==> config.mk <==
export PLATFORM = sky130hd
export DESIGN_NAME = dwt_ctrl
export DESIGN_NICKNAME = d
export VERILOG_FILES = /design/src/include/dwt_pkg.sv /design/src/rtl/dwt_ctrl.sv /design/src/rtl/dwt_edge_sel.sv
export SDC_FILE = /design/constraint.sdc
export NUM_CORES = 1
export LEC_CHECK = 0
export BUFFER_PORTS_ARGS = -buffer_cell sky130_fd_sc_hd__buf_2
export CELL_PAD_IN_SITES_DETAIL_PLACEMENT = 1
export CELL_PAD_IN_SITES_GLOBAL_PLACEMENT = 2
export CORE_MARGIN = 2
export CORE_UTILIZATION = 35
export CTS_BUF_LIST = sky130_fd_sc_hd__clkbuf_4 sky130_fd_sc_hd__clkbuf_8
export DETAILED_ROUTE_END_ITERATION = 6
export PLACE_DENSITY_LB_ADDON = 0.1
export SKIP_LAST_GASP = 1
export SYNTH_ARGS = -nofsm -noshare
export SYNTH_HDL_FRONTEND = slang
export SYNTH_SLANG_ARGS = --single-unit
==> constraint.sdc <==
create_clock -name aclk -period 4.3 [get_ports aclk]
set_input_delay 0.645 -clock aclk [delete_from_list [all_inputs] [get_ports aclk]]
set_output_delay 0.645 -clock aclk [all_outputs]
set_load 0.05 [all_outputs]
==> src/include/dwt_pkg.sv <==
// Package with register map, field layout, reset values and timing of the converter control.
package dwt_pkg;
  // Register byte offsets.
  localparam logic [7:0] CTRL_A_OFS = 8'h00;
  localparam logic [7:0] CTRL_B_OFS = 8'h04;
  localparam logic [7:0] DATA_A_OFS = 8'h08;
  localparam logic [7:0] DATA_B_OFS = 8'h0C;
  localparam logic [7:0] CLK_OFS = 8'h10;
  localparam logic [7:0] STAT_OFS = 8'h14;
  // Channel control field positions.
  localparam int EN_BIT = 0;
  localparam int MODE_BIT = 1;
  localparam int DMA_BIT = 2;
  localparam int TRIG_EN_BIT = 3;
  localparam int SRC_LSB = 4;
  localparam int EDGE_LSB = 6;
  localparam int WAVE_LSB = 8;
  localparam int RANGE_LSB = 10;
  localparam int PEAK_LSB = 12;
  localparam int STEP_LSB = 16;
  localparam int UPONLY_BIT = 18;
  // Reset values.
  localparam logic [31:0] CTRL_RST = 32'h0000_0000;
  localparam logic [9:0] DATA_RST = 10'h000;
  localparam logic [1:0] CLK_RST = 2'h0;
  // Wave selections.
  localparam logic [1:0] WAVE_NONE = 2'h0;
  localparam logic [1:0] WAVE_TRI = 2'h1;
  localparam logic [1:0] WAVE_SINE = 2'h2;
  localparam logic [1:0] WAVE_NOISE = 2'h3;
  localparam logic [1:0] WAVE_DIFF = 2'h3;
  // Edge types.
  localparam logic [1:0] EDGE_RISE = 2'h1;
  localparam logic [1:0] EDGE_FALL = 2'h2;
  localparam logic [1:0] EDGE_BOTH = 2'h3;
  // Timing.
  localparam int CLK_HZ = 50_000_000;
  localparam int RATE_MAX_HZ = 500_000;
  localparam int DIV_FAST = CLK_HZ / RATE_MAX_HZ;
  localparam int TRI_DELAY = 3;
  localparam int SINE_LEN = 16;
  localparam logic [9:0] LFSR_SEED = 10'h001;
endpackage

==> src/rtl/dwt_ctrl.sv <==
// Two-channel converter control with waveform generation, triggers and DMA requests.
// Function
// - Asynchronous mode accepts new channel data at any time.
// - Channel A wave select 10 enables sine generation.
// - Sine period starts at zero phase, one sample per conversion tick, sixteen samples per period.
// - Sine amplitude follows channel A range field.
// - Sine on channel A; differential mode gives inverted sine on B.
// - Triangle counter advances three cycles after each channel A trigger.
// - Triangle rises only while below selected peak.
// - Increment size follows the step select field.
// - Up-down mode ramps down to channel A base value, then rises.
// - Up-only mode returns to base immediately at peak.
// - A pseudo-noise mode drives a random sequence.
// - DMA enabled channel requests data after each conversion tick.
// - Both channels raise independent DMA requests.
// - Each channel picks one of four trigger sources.
// - A selected timer match counts as a trigger.
// - Pin triggers detect rising, falling or both edges.
// - Without events the channel holds its previous value.
// - Each trigger loads the data register into the converter.
// - Channel B wave select 11 selects differential output.
// - Clock field selects 62.5, 125, 250 or 500 kHz.
// - Synchronous mode refreshes data at the conversion pace.
// - A channel is powered only when its enable bit is set.
`timescale 1ns/1ps
`default_nettype none
module dwt_ctrl
  import dwt_pkg::*;
(
  input wire logic aclk, // System clock, 50 MHz.
  input wire logic aresetn, // Synchronous reset, active low.
  input wire logic [7:0] s_axi_awaddr, // Write address.
  input wire logic s_axi_awvalid, // Write address valid.
  output logic s_axi_awready, // Write address ready.
  input wire logic [31:0] s_axi_wdata, // Write data.
  input wire logic [3:0] s_axi_wstrb, // Write strobes.
  input wire logic s_axi_wvalid, // Write data valid.
  output logic s_axi_wready, // Write data ready.
  output logic [1:0] s_axi_bresp, // Write response.
  output logic s_axi_bvalid, // Write response valid.
  input wire logic s_axi_bready, // Write response ready.
  input wire logic [7:0] s_axi_araddr, // Read address.
  input wire logic s_axi_arvalid, // Read address valid.
  output logic s_axi_arready, // Read address ready.
  output logic [31:0] s_axi_rdata, // Read data.
  output logic [1:0] s_axi_rresp, // Read response.
  output logic s_axi_rvalid, // Read data valid.
  input wire logic s_axi_rready, // Read data ready.
  input wire logic timer_two_match, // Timer match pulse.
  input wire logic timer_three_match, // Timer match pulse.
  input wire logic gpio_trig_a, // Trigger pin, asynchronous.
  input wire logic gpio_trig_b, // Trigger pin, asynchronous.
  input wire logic [1:0] dma_ack, // DMA acknowledge per channel.
  output logic [1:0] dma_req, // DMA request per channel.
  output logic [9:0] conv_a, // Converter code for channel A.
  output logic [9:0] conv_b, // Converter code for channel B.
  output logic [1:0] conv_range, // Output range for both channels.
  output logic [1:0] chan_power // Channel power enables.
);
  logic [31:0] ctrl_q [2];
  logic [9:0] chan_a_value_reg;
  logic [9:0] data_b_q;
  logic [1:0] clk_ctrl_q;
  logic aw_got_q, w_got_q;
  logic [7:0] awaddr_q;
  logic [31:0] wdata_q;
  logic [3:0] wstrb_q;
  logic [1:0] gpio_s1_q, gpio_s2_q;
  logic [3:0] src_vec;
  logic [1:0] evt;
  logic [6:0] div_q;
  logic tick;
  logic [3:0] phase_q;
  logic [2:0] tri_dly_q;
  logic [9:0] tri_q;
  logic tri_down_q;
  logic [9:0] lfsr_q;
  logic [9:0] sine_code;
  logic [9:0] peak;
  logic [9:0] step;
  logic [1:0] wave_a;
  logic diff_mode;
  logic do_write;
  logic [31:0] wmerge;
  logic [31:0] rd_val;

  // AXI write: address and data in either order, response after both.
  assign do_write = aw_got_q && w_got_q && !s_axi_bvalid;
  always_ff @(posedge aclk)
  begin
    if (!aresetn)
    begin
      aw_got_q <= 1'b0;
      w_got_q <= 1'b0;
      awaddr_q <= 8'h00;
      wdata_q <= 32'h0000_0000;
      wstrb_q <= 4'h0;
      s_axi_bvalid <= 1'b0;
    end
    else
    begin
      if (s_axi_awvalid && s_axi_awready)
      begin
        aw_got_q <= 1'b1;
        awaddr_q <= s_axi_awaddr;
      end
      if (s_axi_wvalid && s_axi_wready)
      begin
        w_got_q <= 1'b1;
        wdata_q <= s_axi_wdata;
        wstrb_q <= s_axi_wstrb;
      end
      if (do_write)
      begin
        aw_got_q <= 1'b0;
        w_got_q <= 1'b0;
        s_axi_bvalid <= 1'b1;
      end
      else if (s_axi_bvalid && s_axi_bready)
        s_axi_bvalid <= 1'b0;
    end
  end
  assign s_axi_awready = !aw_got_q && !s_axi_bvalid;
  assign s_axi_wready = !w_got_q && !s_axi_bvalid;
  assign s_axi_bresp = 2'h0;

  function automatic logic [31:0] merge(input logic [31:0] old, input logic [31:0] nw,
                                        input logic [3:0] be);
    logic [31:0] r;
    r = old;
    for (int i = 0; i < 4; i++)
      if (be[i])
        r[8*i +: 8] = nw[8*i +: 8];
    return r;
  endfunction

  always_comb
  begin
    unique case (awaddr_q)
      CTRL_A_OFS: wmerge = merge(ctrl_q[0], wdata_q, wstrb_q);
      CTRL_B_OFS: wmerge = merge(ctrl_q[1], wdata_q, wstrb_q);
      DATA_A_OFS: wmerge = merge({22'h0, chan_a_value_reg}, wdata_q, wstrb_q);
      DATA_B_OFS: wmerge = merge({22'h0, data_b_q}, wdata_q, wstrb_q);
      CLK_OFS: wmerge = merge({30'h0, clk_ctrl_q}, wdata_q, wstrb_q);
      default: wmerge = 32'h0000_0000;
    endcase
  end

  // Data registers take a write at any moment; only the AXI write path writes here.
  always_ff @(posedge aclk)
  begin
    if (!aresetn)
    begin
      ctrl_q[0] <= CTRL_RST;
      ctrl_q[1] <= CTRL_RST;
      chan_a_value_reg <= DATA_RST;
      data_b_q <= DATA_RST;
      clk_ctrl_q <= CLK_RST;
    end
    else if (do_write)
    begin
      unique case (awaddr_q)
        CTRL_A_OFS: ctrl_q[0] <= wmerge;
        CTRL_B_OFS: ctrl_q[1] <= wmerge;
        DATA_A_OFS: chan_a_value_reg <= wmerge[9:0];
        DATA_B_OFS: data_b_q <= wmerge[9:0];
        CLK_OFS: clk_ctrl_q <= wmerge[1:0];
        default: ;
      endcase
    end
  end

  // AXI read: one cycle to answer, unmapped reads return zero with OKAY.
  always_comb
  begin
    unique case (s_axi_araddr)
      CTRL_A_OFS: rd_val = ctrl_q[0];
      CTRL_B_OFS: rd_val = ctrl_q[1];
      DATA_A_OFS: rd_val = {22'h0, chan_a_value_reg};
      DATA_B_OFS: rd_val = {22'h0, data_b_q};
      CLK_OFS: rd_val = {30'h0, clk_ctrl_q};
      STAT_OFS: rd_val = {8'h0, phase_q, tri_down_q, dma_req, conv_b[6:0], conv_a};
      default: rd_val = 32'h0000_0000;
    endcase
  end
  always_ff @(posedge aclk)
  begin
    if (!aresetn)
    begin
      s_axi_rvalid <= 1'b0;
      s_axi_rdata <= 32'h0000_0000;
    end
    else if (s_axi_arvalid && s_axi_arready)
    begin
      s_axi_rvalid <= 1'b1;
      s_axi_rdata <= rd_val;
    end
    else if (s_axi_rready)
      s_axi_rvalid <= 1'b0;
  end
  assign s_axi_arready = !s_axi_rvalid;
  assign s_axi_rresp = 2'h0;

  // Conversion tick: divide by 100, 200, 400 or 800.
  always_ff @(posedge aclk)
  begin
    if (!aresetn)
      div_q <= 7'h00;
    else if (div_q == 7'(DIV_FAST - 1))
      div_q <= 7'h00;
    else
      div_q <= div_q + 7'h01;
  end
  logic [2:0] pre_q;
  always_ff @(posedge aclk)
  begin
    if (!aresetn)
      pre_q <= 3'h0;
    else if (div_q == 7'(DIV_FAST - 1))
      pre_q <= pre_q + 3'h1;
  end
  always_comb
  begin
    unique case (clk_ctrl_q)
      2'h3: tick = (div_q == 7'(DIV_FAST - 1));
      2'h2: tick = (div_q == 7'(DIV_FAST - 1)) && pre_q[0];
      2'h1: tick = (div_q == 7'(DIV_FAST - 1)) && (pre_q[1:0] == 2'h3);
      default: tick = (div_q == 7'(DIV_FAST - 1)) && (pre_q == 3'h7);
    endcase
  end

  // Trigger pins pass two flip-flops before the edge logic.
  always_ff @(posedge aclk)
  begin
    if (!aresetn)
    begin
      gpio_s1_q <= 2'h0;
      gpio_s2_q <= 2'h0;
    end
    else
    begin
      gpio_s1_q <= {gpio_trig_b, gpio_trig_a};
      gpio_s2_q <= gpio_s1_q;
    end
  end
  assign src_vec = {gpio_s2_q, timer_three_match, timer_two_match};

  for (genvar c = 0; c < 2; c++)
  begin : g_trig
    dwt_edge_sel u_sel (
      .aclk(aclk),
      .aresetn(aresetn),
      .src_vec(src_vec),
      .src_sel(ctrl_q[c][SRC_LSB +: 2]),
      .edge_type(ctrl_q[c][EDGE_LSB +: 2]),
      .event_p(evt[c])
    );
  end

  assign wave_a = ctrl_q[0][WAVE_LSB +: 2];
  assign diff_mode = (ctrl_q[1][WAVE_LSB +: 2] == WAVE_DIFF);
  assign peak = {ctrl_q[0][PEAK_LSB +: 4], 6'h3F};
  assign step = 10'h001 << ctrl_q[0][STEP_LSB +: 2];

  // Full-period sine table of sixteen phases, scaled by range.
  function automatic logic [9:0] sine_lut(input logic [3:0] ph);
    logic [9:0] v;
    unique case (ph)
      4'h0, 4'h8: v = 10'h200;
      4'h1, 4'h7: v = 10'h2C4;
      4'h2, 4'h6: v = 10'h36A;
      4'h3, 4'h5: v = 10'h3D8;
      4'h4: v = 10'h3FF;
      4'h9, 4'hF: v = 10'h13C;
      4'hA, 4'hE: v = 10'h096;
      4'hB, 4'hD: v = 10'h028;
      default: v = 10'h000;
    endcase
    return v;
  endfunction
  logic [9:0] sraw;
  assign sraw = sine_lut(phase_q);
  always_comb
  begin
    unique case (ctrl_q[0][RANGE_LSB +: 2])
      2'h0: sine_code = 10'h200 + (10'(sraw >> 2) - 10'h080);
      2'h1, 2'h2: sine_code = 10'h200 + (10'(sraw >> 1) - 10'h100);
      default: sine_code = sraw;
    endcase
  end

  always_ff @(posedge aclk)
  begin
    if (!aresetn || wave_a != WAVE_SINE)
      phase_q <= 4'h0;
    else if (tick)
      phase_q <= phase_q + 4'h1;
  end

  always_ff @(posedge aclk)
  begin
    if (!aresetn)
      lfsr_q <= LFSR_SEED;
    else if (tick)
      lfsr_q <= {lfsr_q[8:0], lfsr_q[9] ^ lfsr_q[6]};
  end

  // Triangle advance fires three cycles after channel A trigger.
  always_ff @(posedge aclk)
  begin
    if (!aresetn)
      tri_dly_q <= 3'h0;
    else
      tri_dly_q <= {tri_dly_q[1:0], evt[0]};
  end
  always_ff @(posedge aclk)
  begin
    if (!aresetn || wave_a != WAVE_TRI)
    begin
      tri_q <= chan_a_value_reg;
      tri_down_q <= 1'b0;
    end
    else if (tri_dly_q[2])
    begin
      if (!tri_down_q)
      begin
        if (tri_q < peak && peak - tri_q > step)
          tri_q <= tri_q + step;
        else if (ctrl_q[0][UPONLY_BIT] && tri_q >= peak)
          tri_q <= chan_a_value_reg;
        else
        begin
          tri_q <= peak;
          tri_down_q <= !ctrl_q[0][UPONLY_BIT];
        end
      end
      else if (tri_q > chan_a_value_reg && tri_q - chan_a_value_reg > step)
        tri_q <= tri_q - step;
      else
      begin
        tri_q <= chan_a_value_reg;
        tri_down_q <= 1'b0;
      end
    end
  end

  // Converter loads: trigger mode on events, otherwise on ticks or immediately.
  logic [1:0] load;
  for (genvar c = 0; c < 2; c++)
  begin : g_load
    always_comb
    begin
      if (ctrl_q[c][TRIG_EN_BIT])
        load[c] = evt[c];
      else if (ctrl_q[c][MODE_BIT])
        load[c] = tick;
      else
        load[c] = 1'b1;
    end
  end

  always_ff @(posedge aclk)
  begin
    if (!aresetn)
      conv_a <= DATA_RST;
    else if (ctrl_q[0][EN_BIT])
    begin
      unique case (wave_a)
        WAVE_SINE: conv_a <= sine_code;
        WAVE_TRI: conv_a <= tri_q;
        WAVE_NOISE: conv_a <= lfsr_q;
        default: if (load[0]) conv_a <= chan_a_value_reg;
      endcase
    end
  end
  always_ff @(posedge aclk)
  begin
    if (!aresetn)
      conv_b <= DATA_RST;
    else if (ctrl_q[1][EN_BIT])
    begin
      if (diff_mode && ctrl_q[0][EN_BIT] && wave_a == WAVE_SINE)
        conv_b <= ~sine_code;
      else if (load[1])
        conv_b <= data_b_q;
    end
  end

  // DMA request raised after each conversion tick, cleared by acknowledge.
  always_ff @(posedge aclk)
  begin
    if (!aresetn)
      dma_req <= 2'h0;
    else
      for (int c = 0; c < 2; c++)
        if (!ctrl_q[c][DMA_BIT])
          dma_req[c] <= 1'b0;
        else if (tick)
          dma_req[c] <= 1'b1;
        else if (dma_ack[c])
          dma_req[c] <= 1'b0;
  end

  always_ff @(posedge aclk)
  begin
    if (!aresetn)
    begin
      conv_range <= 2'h0;
      chan_power <= 2'h0;
    end
    else
    begin
      conv_range <= ctrl_q[0][RANGE_LSB +: 2];
      chan_power <= {ctrl_q[1][EN_BIT], ctrl_q[0][EN_BIT]};
    end
  end
endmodule
`default_nettype wire

==> src/rtl/dwt_edge_sel.sv <==
// Per-channel trigger source selection and edge detection.
`timescale 1ns/1ps
`default_nettype none
module dwt_edge_sel
  import dwt_pkg::*;
(
  input wire logic aclk, // System clock.
  input wire logic aresetn, // Synchronous reset, active low.
  input wire logic [3:0] src_vec, // Timer matches and synchronised pins.
  input wire logic [1:0] src_sel, // Chosen source.
  input wire logic [1:0] edge_type, // Pin edge selection.
  output logic event_p // One-cycle trigger pulse.
);
  logic pin_prev_q;
  logic pin_now;
  assign pin_now = src_vec[src_sel];
  always_ff @(posedge aclk)
  begin
    if (!aresetn)
      pin_prev_q <= 1'b0;
    else
      pin_prev_q <= pin_now;
  end
  always_comb
  begin
    if (src_sel[1] == 1'b0)
      event_p = pin_now;
    else
      event_p = (edge_type[0] & pin_now & ~pin_prev_q) |
                (edge_type[1] & ~pin_now & pin_prev_q);
  end
endmodule
`default_nettype wire

==> run summary, run 1 <==
run status = finished with violations
failing checks = DRC
antenna violations before repair = 1
cts bufs inserted = 46
Final #Nets = 1633
post-CTS sizing = 0
DRC Markers = 7
Pwr Density = 384.6 mW/mm^2
Post-Syn Area = 0.01269 mm^2
GRT overflow = 0
GP Congestion = 0.8489
drt initial violations = 677
Die Y = 194.4 um
all-layer global routing usage = 23.90%
antenna cell count = 0
commonest non-fill, non-tap cells in the layout = 187 x nand2_1, 171 x dfxtp_1, 157 x nor2_1
# H-tree levels = 2
most common cell after layout, fill and taps aside = nand2_1
Final period util = 87.41%
largest net degree at the start of global routing = 61
Port-buffer cells = 127
Worst Hold Endpoint = s_axi_rvalid
Top reg by flops = ctrl_q
routed via count = 11010
Tmin final = 3.759 ns
Initial Util = 35.60%
Ports = 132
post-synthesis register bit count = 246
Std-Cell Rows = 69
Max Cap Violations = 0
post-CTS setup buffers = 0
ys async rst share = 0%
Worst Setup End Kind = flip-flop
Final ANT Viol Nets = 0
Avg Inst Size Synth = 9.165 um^2
clock sink count = 246
first-pass GRT wire length = 68.79 mm
layout cells sized above 1 = 19.81%
Reg clk slew, reported paths = 0.06 ns
M1 GR Usage = 31.41%
worst-margin pin slew = 0.8730 ns
Cells after Synth = 1385
crit path DAT = 4.10 ns
FILL cells = 4171
clock skew = 0.02283 ns
via count of the first global-routing pass = 11243
Longest Clk Path Bufs = 3
Post-DP HPWL = 33.32 mm
Largest regs = ctrl_q (64), s_axi_rdata (32), wdata_q (32)
via/cell ratio = 5.461
Unique masters post-synth = 74
total power = 5.732 mW
CTS Hold Buffers Added = 0
die area = 0.03781 mm^2
M3 GR Usage = 4.008%
Reg-to-Reg End = tri_q[4]
CP Launch Type = flip-flop
EDFF count, synth = 74
TritonCTS clock tree = built
core area = 0.03566 mm^2
Yosys Warn Count = 0
final hold viol count = 0
P_leak = 5.726 nW
Final Setup Violations = 0
Worst EP required = 4.64 ns
crit-path max FO = 8
max reg flops = 64
Main synth FF type = dfxtp_1
Slew Limit Fails = 0
Worst R2R Start = tri_q[0]
worst vdd ir = 0.1910 mV
CP Class = flip-flop to flip-flop
grt met2 use = 39.12%
Root Buffer = clkbuf_8
Fin Setup TNS = 0 ns
Hold Crit Class = primary input to flip-flop
Reg2Reg Setup Slack = 0.54 ns
relative slew slack = 41.74%
hold_sp = s_axi_rready
Avg WL per Cell = 22.53 um
GRT Max-Usage Layer = met2
Clk Latency, worst-skew pair = 0.60 ns
die width = 194.4 um
register area share after synthesis = 44.63%
Max Clock Freq = 266.1 MHz
worst hold stages = 2
DRT Wirelength = 45.41 mm
unrepaired setup endpoints after global routing = no
area growth from synthesis to layout = 17.42%
worst reg2reg path depth = 14
drt first pass iters = 7
-- worst max path at each step --
| stage | from | to | slack, ns | cells past startpoint |
|---|---|---|---|---|
| floorplan | awaddr_q[5] | ctrl_q[0][32] | 0.13 | 7 |
| global route | tri_q[0] | tri_q[3] | 0.30 | 15 |
| global placement | tri_q[0] | tri_q[4] | 0.62 | 14 |
| detailed placement | tri_q[0] | tri_q[3] | 0.56 | 14 |
| CTS | tri_q[0] | tri_q[3] | 0.57 | 14 |
| finish | tri_q[0] | tri_q[4] | 0.54 | 14 |
-- metrics by stage --
step / utilization, % / area (um^2) / hold WS, ns / std cells / setup WS (ns)
3_5_place_dp: 39.02 / 13910 / 0.4220 / 1930 / 0.5590
6_report: 41.80 / 14900 / 0.2529 / 2016 / 0.5415
2_1_floorplan: - / 12700 / 0.4119 / 1388 / 0.1331
4_1_cts: 41.80 / 14900 / 0.2176 / 2016 / 0.5652
5_1_grt: 41.80 / 14900 / 0.2310 / 2016 / 0.3025
3_3_place_gp: 39.02 / 13910 / 0.4191 / 1930 / 0.6198
-- routing by layer --
layer  vias to the layer above  part of all wire, %
met5                         -                0.033
li1                       5216                    -
met2                       284                   46
met4                         2                  3.8
met3                        93                  5.1
met1                      5415                   45
-- cells in the mapped netlist (35+ instances only) --
library cell | instances | area (um^2)
clkbuf_1 | 61 | 229.0
nor2_1 | 157 | 589.3
nand3_1 | 35 | 175.2
mux2i_1 | 58 | 580.6
nor3_1 | 40 | 200.2
ha_1 | 47 | 588.1
edfxtp_1 | 74 | 2222
dfxtp_1 | 172 | 3443
nand2_1 | 187 | 701.9
inv_1 | 48 | 180.2
a22oi_1 | 54 | 405.4
a21oi_1 | 101 | 505.5
o21ai_0 | 63 | 315.3
-- worst max-delay path, cell delays in order, from the launching register on --
cell and delay, ns:
edfxtp_1 0.48, inv_1 0.15, ha_1 0.17, inv_1 0.06, fa_1 0.44, ha_1 0.30
nor2b_1 0.13, a2111oi_0 0.39, a21oi_1 0.08, a221oi_1 0.32, nand4_1 0.20, o31ai_4 0.30
buf_4 0.21, or2_2 0.17, o211ai_1 0.10
-- kinds of logic (layout without fill, tap and decap cells) --
group                      Yosys count  in the layout  share of synthesized area [%]
other                                1              4                        0.02954
adders and majority gates           51             51                          5.264
xor gates and xnor gates            32             32                          2.267
DFF                                246            246                          44.63
and+or+nand+nor                    493            493                          16.99
AOI/OAI and AO/OA                  332            332                          17.14
muxes                               90             90                          9.187
buffers and inverters              140            307                          4.485
-- final cells by class --
cell class	count	area (um^2)	area share [%]
tap	461	576.8	3.870
multi-input combinational	1002	6502	43.63
inverter	51	195.2	1.310
sequential	246	5667	38.02
clock inverter	12	92.59	0.6212
timing repair buffer	170	970.9	6.514
clock buffer	74	899.6	6.036
-- power by group --
group          leakage (nW)  internal [mW]  total, mW  switching [mW]
clock network         0.528           1.39       2.44            1.05
registers              2.17           2.46       2.55          0.0852
logic                  3.02          0.264      0.740           0.476
total                  5.73           4.12       5.73            1.61
No activity file was read; power rests on OpenSTA's default activity.
==> run 2: changes to the inputs <==
--- a/config.mk
+++ b/config.mk
@@ -5,7 +5,7 @@
 export SDC_FILE = /design/constraint.sdc
 export NUM_CORES = 1
 export LEC_CHECK = 0
-export BUFFER_PORTS_ARGS = -buffer_cell sky130_fd_sc_hd__buf_2
+export BUFFER_PORTS_ARGS = -buffer_cell sky130_fd_sc_hd__buf_4
 export CELL_PAD_IN_SITES_DETAIL_PLACEMENT = 1
 export CELL_PAD_IN_SITES_GLOBAL_PLACEMENT = 2
 export CORE_MARGIN = 2
==> run 2 against run 1 <==
  * The run still ends with DRC left
  * Count of clock-buffer cells in the layout shrank 4
  * Non-clock buffer count shrank 4
  * Flip-flop and latch count is the same
  * First-iteration DRC count shrank 6.6%
  * Critical path type unchanged
  * Largest cell class unchanged
==> run summary, run 2 (synthesis gave the netlist of run 1 again) <==
P_leak = 5.750 nW (was 5.726 nW)
unrepaired setup endpoints after global routing = no (unchanged)
Fin Setup TNS = 0 ns (unchanged)
Final ANT Viol Nets = 0 (unchanged)
TritonCTS clock tree = built (unchanged)
clock share of power = 42.5% (was 42.6%)
Worst EP required = 4.73 ns (was 4.64 ns)
Sw Ratio = 27.95% (was 28.15%)
area growth from synthesis to layout = 19.63% (was 17.42%)
post-CTS sizing = 0 (unchanged)
crit path DAT = 4.35 ns (was 4.10 ns)
Reg-to-Reg End = tri_q[8] (was tri_q[4])
delay-heaviest family, CP = compound AO/OA/AOI/OAI gates (unchanged)
DRT Wirelength = 45.67 mm (was 45.41 mm)
Std-Cell Rows = 69 (unchanged)
clock sink count = 246 (unchanged)
Final Setup Violations = 0 (unchanged)
failing checks = DRC (unchanged)
CP max stage delay = 0.49 ns (was 0.48 ns)
worst-margin pin slew = 1.069 ns (was 0.8730 ns)
die width = 194.4 um (unchanged)
largest net degree at the start of global routing = 69 (was 61)
most common cell after layout, fill and taps aside = nand2_1 (unchanged)
drt initial violations = 632 (was 677)
Port-buffer cells = 127 (unchanged)
Worst Hold Endpoint = s_axi_rvalid (unchanged)
P_sw = 1.607 mW (was 1.614 mW)
grt met2 use = 40.13% (was 39.12%)
Critical path buffers and inverters = 2 (was 3)
commonest non-fill, non-tap cells in the layout = 187 x nand2_1, 171 x dfxtp_1, 165 x buf_4 (was 187 x nand2_1, 171 x dfxtp_1, 157 x nor2_1)
Reg clk slew, reported paths = 0.06 ns (about the same)
Post-Route Utilization = 42.59% (was 41.80%)
GRT overflow = 0 (unchanged)
drt first pass iters = 7 (unchanged)
layout cells sized above 1 = 19.46% (was 19.81%)
Post-DP HPWL = 33.36 mm (was 33.32 mm)
antenna violations before repair = 1 (unchanged)
all-layer global routing usage = 24.44% (was 23.90%)
Worst R2R Start = chan_a_value_reg[1] (was tri_q[0])
CP cell instances = inv_1 -> ha_1 -> nand2b_1 -> nand2_1 -> a21oi_1 -> xnor2_1 -> ha_1 -> a2111oi_0 -> a21oi_1 -> a221oi_1 -> nand4_1 -> o31ai_4 -> buf_4 -> nor3_1 -> a311oi_1 (was inv_1 -> ha_1 -> inv_1 -> fa_1 -> ha_1 -> nor2b_1 -> a2111oi_0 -> a21oi_1 -> a221oi_1 -> nand4_1 -> o31ai_4 -> buf_4 -> or2_2 -> o211ai_1)
Die Y = 194.4 um (unchanged)
via/cell ratio = 5.432 (was 5.461)
Largest regs = ctrl_q (64), s_axi_rdata (32), wdata_q (32) (unchanged)
hold_sp = s_axi_rready (unchanged)
run status = finished with violations (unchanged)
Initial Util = 35.60% (unchanged)
antenna cell count = 0 (unchanged)
Final #Nets = 1629 (was 1633)
CP Launch Type = flip-flop (unchanged)
routed via count = 10907 (was 11010)
DRC Markers = 6 (was 7)
Cell Int Power = 4.144 mW (was 4.119 mW)
Worst Setup End Kind = flip-flop (unchanged)
Clk Latency, worst-skew pair = 0.62 ns (was 0.60 ns)
Top reg by flops = ctrl_q (unchanged)
Tmin final = 3.913 ns (was 3.759 ns)
Hold Crit Class = primary input to flip-flop (unchanged)
M3 GR Usage = 3.800% (was 4.008%)
Pwr Density = 378.8 mW/mm^2 (was 384.6 mW/mm^2)
Max Cap Violations = 0 (unchanged)
M1 GR Usage = 32.86% (was 31.41%)
final hold viol count = 0 (unchanged)
worst vdd ir = 0.2066 mV (was 0.1910 mV)
via count of the first global-routing pass = 11178 (was 11243)
Slew Limit Fails = 0 (unchanged)
total power = 5.751 mW (was 5.732 mW)
CP Class = flip-flop to flip-flop (unchanged)
Ports = 132 (unchanged)
Root Buffer = clkbuf_8 (unchanged)
GP Congestion = 0.8434 (was 0.8489)
worst hold stages = 2 (unchanged)
relative slew slack = 28.10% (was 41.74%)
first-pass GRT wire length = 70.19 mm (was 68.79 mm)
Longest Clk Path Bufs = 3 (unchanged)
sequential share of power = 44.4% (was 44.5%)
die area = 0.03781 mm^2 (unchanged)
slowest stage cell, crit path = dfxtp_1 (was edfxtp_1)
core area = 0.03566 mm^2 (unchanged)
cts bufs inserted = 46 (unchanged)
post-CTS setup buffers = 0 (unchanged)
Comb power frac = 13.1% (was 12.9%)
Max Clock Freq = 255.5 MHz (was 266.1 MHz)
# H-tree levels = 2 (unchanged)
max reg flops = 64 (unchanged)
crit-path max FO = 8 (unchanged)
GRT Max-Usage Layer = met2 (unchanged)
Final period util = 91.01% (was 87.41%)
clock skew = 0.02136 ns (was 0.02283 ns)
worst reg2reg path depth = 15 (was 14)
Reg2Reg Setup Slack = 0.39 ns (was 0.54 ns)
Avg WL per Cell = 22.74 um (was 22.53 um)
CTS Hold Buffers Added = 0 (unchanged)
-- run 2: worst max-delay path by stage --
stage                             start            end  slack, ns  cells past startpoint
global route        chan_a_value_reg[1]       tri_q[8]       0.06                     15
CTS                 chan_a_value_reg[1]       tri_q[8]       0.40                     15
finish              chan_a_value_reg[1]       tri_q[8]       0.39                     15
floorplan                   awaddr_q[5]  ctrl_q[0][32]       0.13                      7
global placement    chan_a_value_reg[1]       tri_q[6]       0.49                     14
detailed placement  chan_a_value_reg[1]       tri_q[9]       0.39                     15
-- run 2: layout make-up --
cell class | instances | area (um^2)
well taps | 461 | 576.8
inverters | 51 | 195.2
repair buffers | 166 | 1259
clock buffers | 70 | 857.1
clock inverters | 12 | 127.6
multi-input cells | 1002 | 6502
fillers | 4121 | 20470
flip-flops and latches | 246 | 5667
-- run 2: power by group through the flow --
stage / Clock (mW) / Sequential, mW / Combinational (mW)
2_1_floorplan: 0 / 2.57 / 0.516
4_1_cts: 2.52 / 2.55 / 0.761
6_report: 2.45 / 2.55 / 0.754
5_1_grt: 2.62 / 2.56 / 0.832
3_5_place_dp: 0 / 2.60 / 0.758
3_3_place_gp: 0 / 2.60 / 0.754
-- run 2: metrics by stage --
step                instances  setup WS, ns  hold slack, ns  cell area [um^2]
floorplan                1388        0.1331          0.4119             12700
global placement         1926        0.4900          0.4230             14200
detailed placement       1926        0.3913          0.4310             14200
CTS                      2008        0.4023          0.1537             15180
global route             2008       0.05885          0.1662             15180
finish                   2008        0.3867          0.2069             15180
-- run 2: layer usage --
metal	part of all wire (%)	up-vias
met5	0	-
met4	3.0	0
met3	4.3	73
met2	47	282
met1	46	5347
li1	-	5205
-- run 2: worst register-to-register path, delay by kind of cell (launching register included) --
kind	cells	cell delay [ns]
AO/OA/AOI/OAI	6	1.66
flip-flops	1	0.49
XOR/XNOR	1	0.16
adder cells (fa/ha/maj)	2	0.61
AND/OR/NAND/NOR	4	0.46
buffers and inverters	2	0.36
==> run 3: changes to the inputs <==
--- a/config.mk
+++ b/config.mk
@@ -5,11 +5,12 @@
 export SDC_FILE = /design/constraint.sdc
 export NUM_CORES = 1
 export LEC_CHECK = 0
+export ABC_AREA = 1
 export BUFFER_PORTS_ARGS = -buffer_cell sky130_fd_sc_hd__buf_4
 export CELL_PAD_IN_SITES_DETAIL_PLACEMENT = 1
 export CELL_PAD_IN_SITES_GLOBAL_PLACEMENT = 2
 export CORE_MARGIN = 2
-export CORE_UTILIZATION = 35
+export CORE_UTILIZATION = 32
 export CTS_BUF_LIST = sky130_fd_sc_hd__clkbuf_4 sky130_fd_sc_hd__clkbuf_8
 export DETAILED_ROUTE_END_ITERATION = 6
 export PLACE_DENSITY_LB_ADDON = 0.1
==> run 3 against run 2 <==
  * The run now ends clean
  * First-iteration DRC count is 11% higher
  * Power up 2.5%
  * Global-route usage shrank 0.16 points
  * Synthesized area up 5.6%
  * Hold slack improved by 0.0047 ns
==> run summary, run 3 <==
Pwr Density = 371.5 mW/mm^2 (was 378.8 mW/mm^2)
Post-Syn Area = 0.01341 mm^2 (was 0.01269 mm^2)
Max Clock Freq = 284.6 MHz (was 255.5 MHz)
Final period util = 81.71% (was 91.01%)
relative slew slack = 27.75% (was 28.10%)
Std-Cell Rows = 74 (was 69)
routed via count = 12926 (was 10907)
Port-buffer cells = 127 (unchanged)
area growth from synthesis to layout = 18.28% (was 19.63%)
Reg clk slew, reported paths = 0.06 ns (about the same)
antenna cell count = 0 (unchanged)
Yosys Warn Count = 0 (unchanged)
Die Y = 208.7 um (was 194.4 um)
Placed Area = 0.01487 mm^2 (was 0.01420 mm^2)
worst vdd ir = 0.1992 mV (was 0.2066 mV)
register area share after synthesis = 42.25% (was 44.63%)
Synth area leaders = dfxtp_1 26%, edfxtp_1 17%, nand2_1 10% (was dfxtp_1 27%, edfxtp_1 18%, nand2_1 5.5%)
Final #Nets = 2030 (was 1629)
antenna violations before repair = 2 (was 1)
layout cells sized above 1 = 14.75% (was 19.46%)
clock share of power = 41.7% (was 42.5%)
crit-path max FO = 11 (was 8)
DRC Markers = 0 (was 6)
P_sw = 1.769 mW (was 1.607 mW)
CP Launch Type = flip-flop (unchanged)
all-layer global routing usage = 24.28% (was 24.44%)
final hold viol count = 0 (unchanged)
die width = 208.7 um (was 194.4 um)
TritonCTS clock tree = built (unchanged)
Initial Util = 32.62% (was 35.60%)
slowest stage cell, crit path = edfxtp_1 (was dfxtp_1)
delay-heaviest family, CP = simple AND/OR/NAND/NOR gates (was compound AO/OA/AOI/OAI gates)
Final Hold Slack = 0.2116 ns (was 0.2069 ns)
CTS Hold Buffers Added = 0 (unchanged)
clock sink count = 246 (unchanged)
DRT Wirelength = 53.19 mm (was 45.67 mm)
Worst Setup End Kind = flip-flop (unchanged)
Yosys top cell area share = 25.68% (was 27.13%)
Final ANT Viol Nets = 0 (unchanged)
Avg Inst Size Synth = 7.488 um^2 (was 9.165 um^2)
Cell Int Power = 4.124 mW (was 4.144 mW)
cts bufs inserted = 47 (was 46)
post-CTS setup buffers = 0 (unchanged)
most common library cells after synthesis = 356 x nand2_1, 253 x inv_1, 172 x dfxtp_1, 160 x nor2_1, 158 x o21ai_0 (was 187 x nand2_1, 172 x dfxtp_1, 157 x nor2_1, 101 x a21oi_1, 74 x edfxtp_1)
Max Cap Violations = 0 (unchanged)
most numerous cell in the Yosys netlist = nand2_1 (unchanged)
Cells after Synth = 1791 (was 1385)
CP max stage delay = 0.53 ns (was 0.49 ns)
Longest Clk Path Bufs = 3 (unchanged)
Worst EP required = 4.69 ns (was 4.73 ns)
P_leak = 7.023 nW (was 5.750 nW)
drt first pass iters = 5 (was 7)
Top reg by flops = ctrl_q (unchanged)
Critical path buffers and inverters = 2 (unchanged)
commonest non-fill, non-tap cells in the layout = 356 x nand2_1, 252 x inv_1, 172 x dfxtp_1 (was 187 x nand2_1, 171 x dfxtp_1, 165 x buf_4)
CP cell instances = ha_1 -> nand2_1 -> o21ai_1 -> xor2_1 -> ha_1 -> nand2_1 -> inv_1 -> or2_2 -> nand2_1 -> nor2_1 -> nand2_1 -> nor2_1 -> nand3_1 -> buf_4 -> nand2_1 -> nand2_1 -> nand3_1 -> nand2_1 -> nand2_1 (was inv_1 -> ha_1 -> nand2b_1 -> nand2_1 -> a21oi_1 -> xnor2_1 -> ha_1 -> a2111oi_0 -> a21oi_1 -> a221oi_1 -> nand4_1 -> o31ai_4 -> buf_4 -> nor3_1 -> a311oi_1)
most used cell along the critical path = nand2_1
worst-margin pin slew = 1.083 ns (was 1.069 ns)
Tmin final = 3.513 ns (was 3.913 ns)
area leader, netlist = dfxtp_1 (unchanged)
Root Buffer = clkbuf_8 (unchanged)
max reg flops = 64 (unchanged)
Slew Limit Fails = 0 (unchanged)
most common cell after layout, fill and taps aside = nand2_1 (unchanged)
Clk Latency, worst-skew pair = 0.63 ns (was 0.62 ns)
Largest regs = ctrl_q (64), s_axi_rdata (32), wdata_q (32) (unchanged)
# H-tree levels = 2 (unchanged)
post-synthesis register bit count = 246 (unchanged)
placed cells = 2397 (was 1926)
crit path DAT = 3.90 ns (was 4.35 ns)
core area = 0.04111 mm^2 (was 0.03566 mm^2)
Ports = 132 (unchanged)
via count of the first global-routing pass = 13012 (was 11178)
Fin Setup TNS = 0 ns (unchanged)
Post-DP HPWL = 40.36 mm (was 33.36 mm)
via/cell ratio = 5.204 (was 5.432)
CP Class = flip-flop to flip-flop (unchanged)
Final Setup Violations = 0 (unchanged)
Avg WL per Cell = 21.41 um (was 22.74 um)
Comb power frac = 14.7% (was 13.1%)
EDFF count, synth = 74 (unchanged)
GRT overflow = 0 (unchanged)
final cell count without fillers = 2484 (was 2008)
Main synth FF type = dfxtp_1 (unchanged)
GP Congestion = 0.9079 (was 0.8434)
Hold Crit Class = primary input to flip-flop (unchanged)
ys async rst share = 0% (unchanged)
FILL cells = 5163 (was 4121)
total power = 5.893 mW (was 5.751 mW)
fin area = 0.01586 mm^2 (was 0.01518 mm^2)
unrepaired setup endpoints after global routing = no (unchanged)
drt initial violations = 702 (was 632)
Sw Ratio = 30.01% (was 27.95%)
post-CTS sizing = 0 (unchanged)
first-pass GRT wire length = 80.59 mm (was 70.19 mm)
run status = finished, final reports clean (was finished with violations)
clock skew = 0.02464 ns (was 0.02136 ns)
largest net degree at the start of global routing = 69 (unchanged)
Unique masters post-synth = 52 (was 74)
die area = 0.04356 mm^2 (was 0.03781 mm^2)
sequential share of power = 43.6% (was 44.4%)
[run 3: cell count changes after synthesis, moves of 18 or more]
cell | before | now
o21ai_0 | 63 | 158
a22oi_1 | 54 | 0
a211oi_1 | 20 | 2
a21oi_1 | 101 | 152
mux2i_1 | 58 | 0
mux4_2 | 20 | 0
o221ai_1 | 5 | 38
nor3_1 | 40 | 14
o211ai_1 | 10 | 38
nand3_1 | 35 | 97
o22ai_1 | 9 | 34
inv_1 | 48 | 253
nand2_1 | 187 | 356
a22o_1 | 23 | 0
[run 3: area by class of cell]
class / count / area [um^2] / area share, %
multi-input cells: 1201 / 6395 / 40.32
flip-flops and latches: 246 / 5665 / 35.72
repair buffers: 152 / 1141 / 7.194
inverters: 266 / 1001 / 6.311
clock buffers: 81 / 945.9 / 5.964
well taps: 532 / 665.6 / 4.197
clock inverters: 6 / 47.55 / 0.2998
[run 3: final timing paths]
kind / start / to / slack [ns] / depth (start not counted)
setup / recovery: tri_q[2] / tri_q[7] / 0.79 / 19
hold / removal: gpio_trig_a / gpio_s1_q[0] / 0.21 / 3
setup reg to reg: tri_q[2] / tri_q[7] / 0.79 / 19
hold reg to reg: tri_dly_q[0] / tri_dly_q[1] / 0.41 / 2
[run 3: layer usage]
layer  global-route usage [%]  wire length (um)
met2                    39.79             24630
met1                    32.85             24490
met3                    3.832              2797
met5                        0                26
met4                    7.512              1252
[run 3: tightest hold or removal path: stages]
cell	delay (ns)
buf_4	0.08
nand2_1	0.04
inv_1	0.04
[run 3: stage by stage]
step                      utilization (%)  setup WS [ns]
after global routing                38.58         0.5066
after floorplan                         -         0.3758
after CTS                           38.58         0.8221
after detailed placement            36.17         0.8522
after global placement              36.17         0.9437
final                               38.58         0.7866
[run 3: power groups by stage]
stage | sequential [mW] | combinational [mW] | clock (mW)
3_3_place_gp | 2.61 | 0.858 | 0
6_report | 2.57 | 0.866 | 2.46
4_1_cts | 2.57 | 0.866 | 2.53
3_5_place_dp | 2.61 | 0.862 | 0
5_1_grt | 2.58 | 0.962 | 2.63
2_1_floorplan | 2.60 | 0.552 | 0
[run 3: kinds of logic (layout without fill, tap and decap cells)]
kind of cell | after synthesis | in the layout | synth area share [%]
AO/OA/AOI/OAI | 453 | 453 | 19.76
XOR/XNOR | 17 | 17 | 1.166
adder cells (fa/ha/maj) | 51 | 51 | 4.982
buffers and inverters | 347 | 505 | 10.21
flip-flops | 246 | 246 | 42.25
other | 1 | 4 | 0.02796
AND/OR/NAND/NOR | 676 | 676 | 21.61
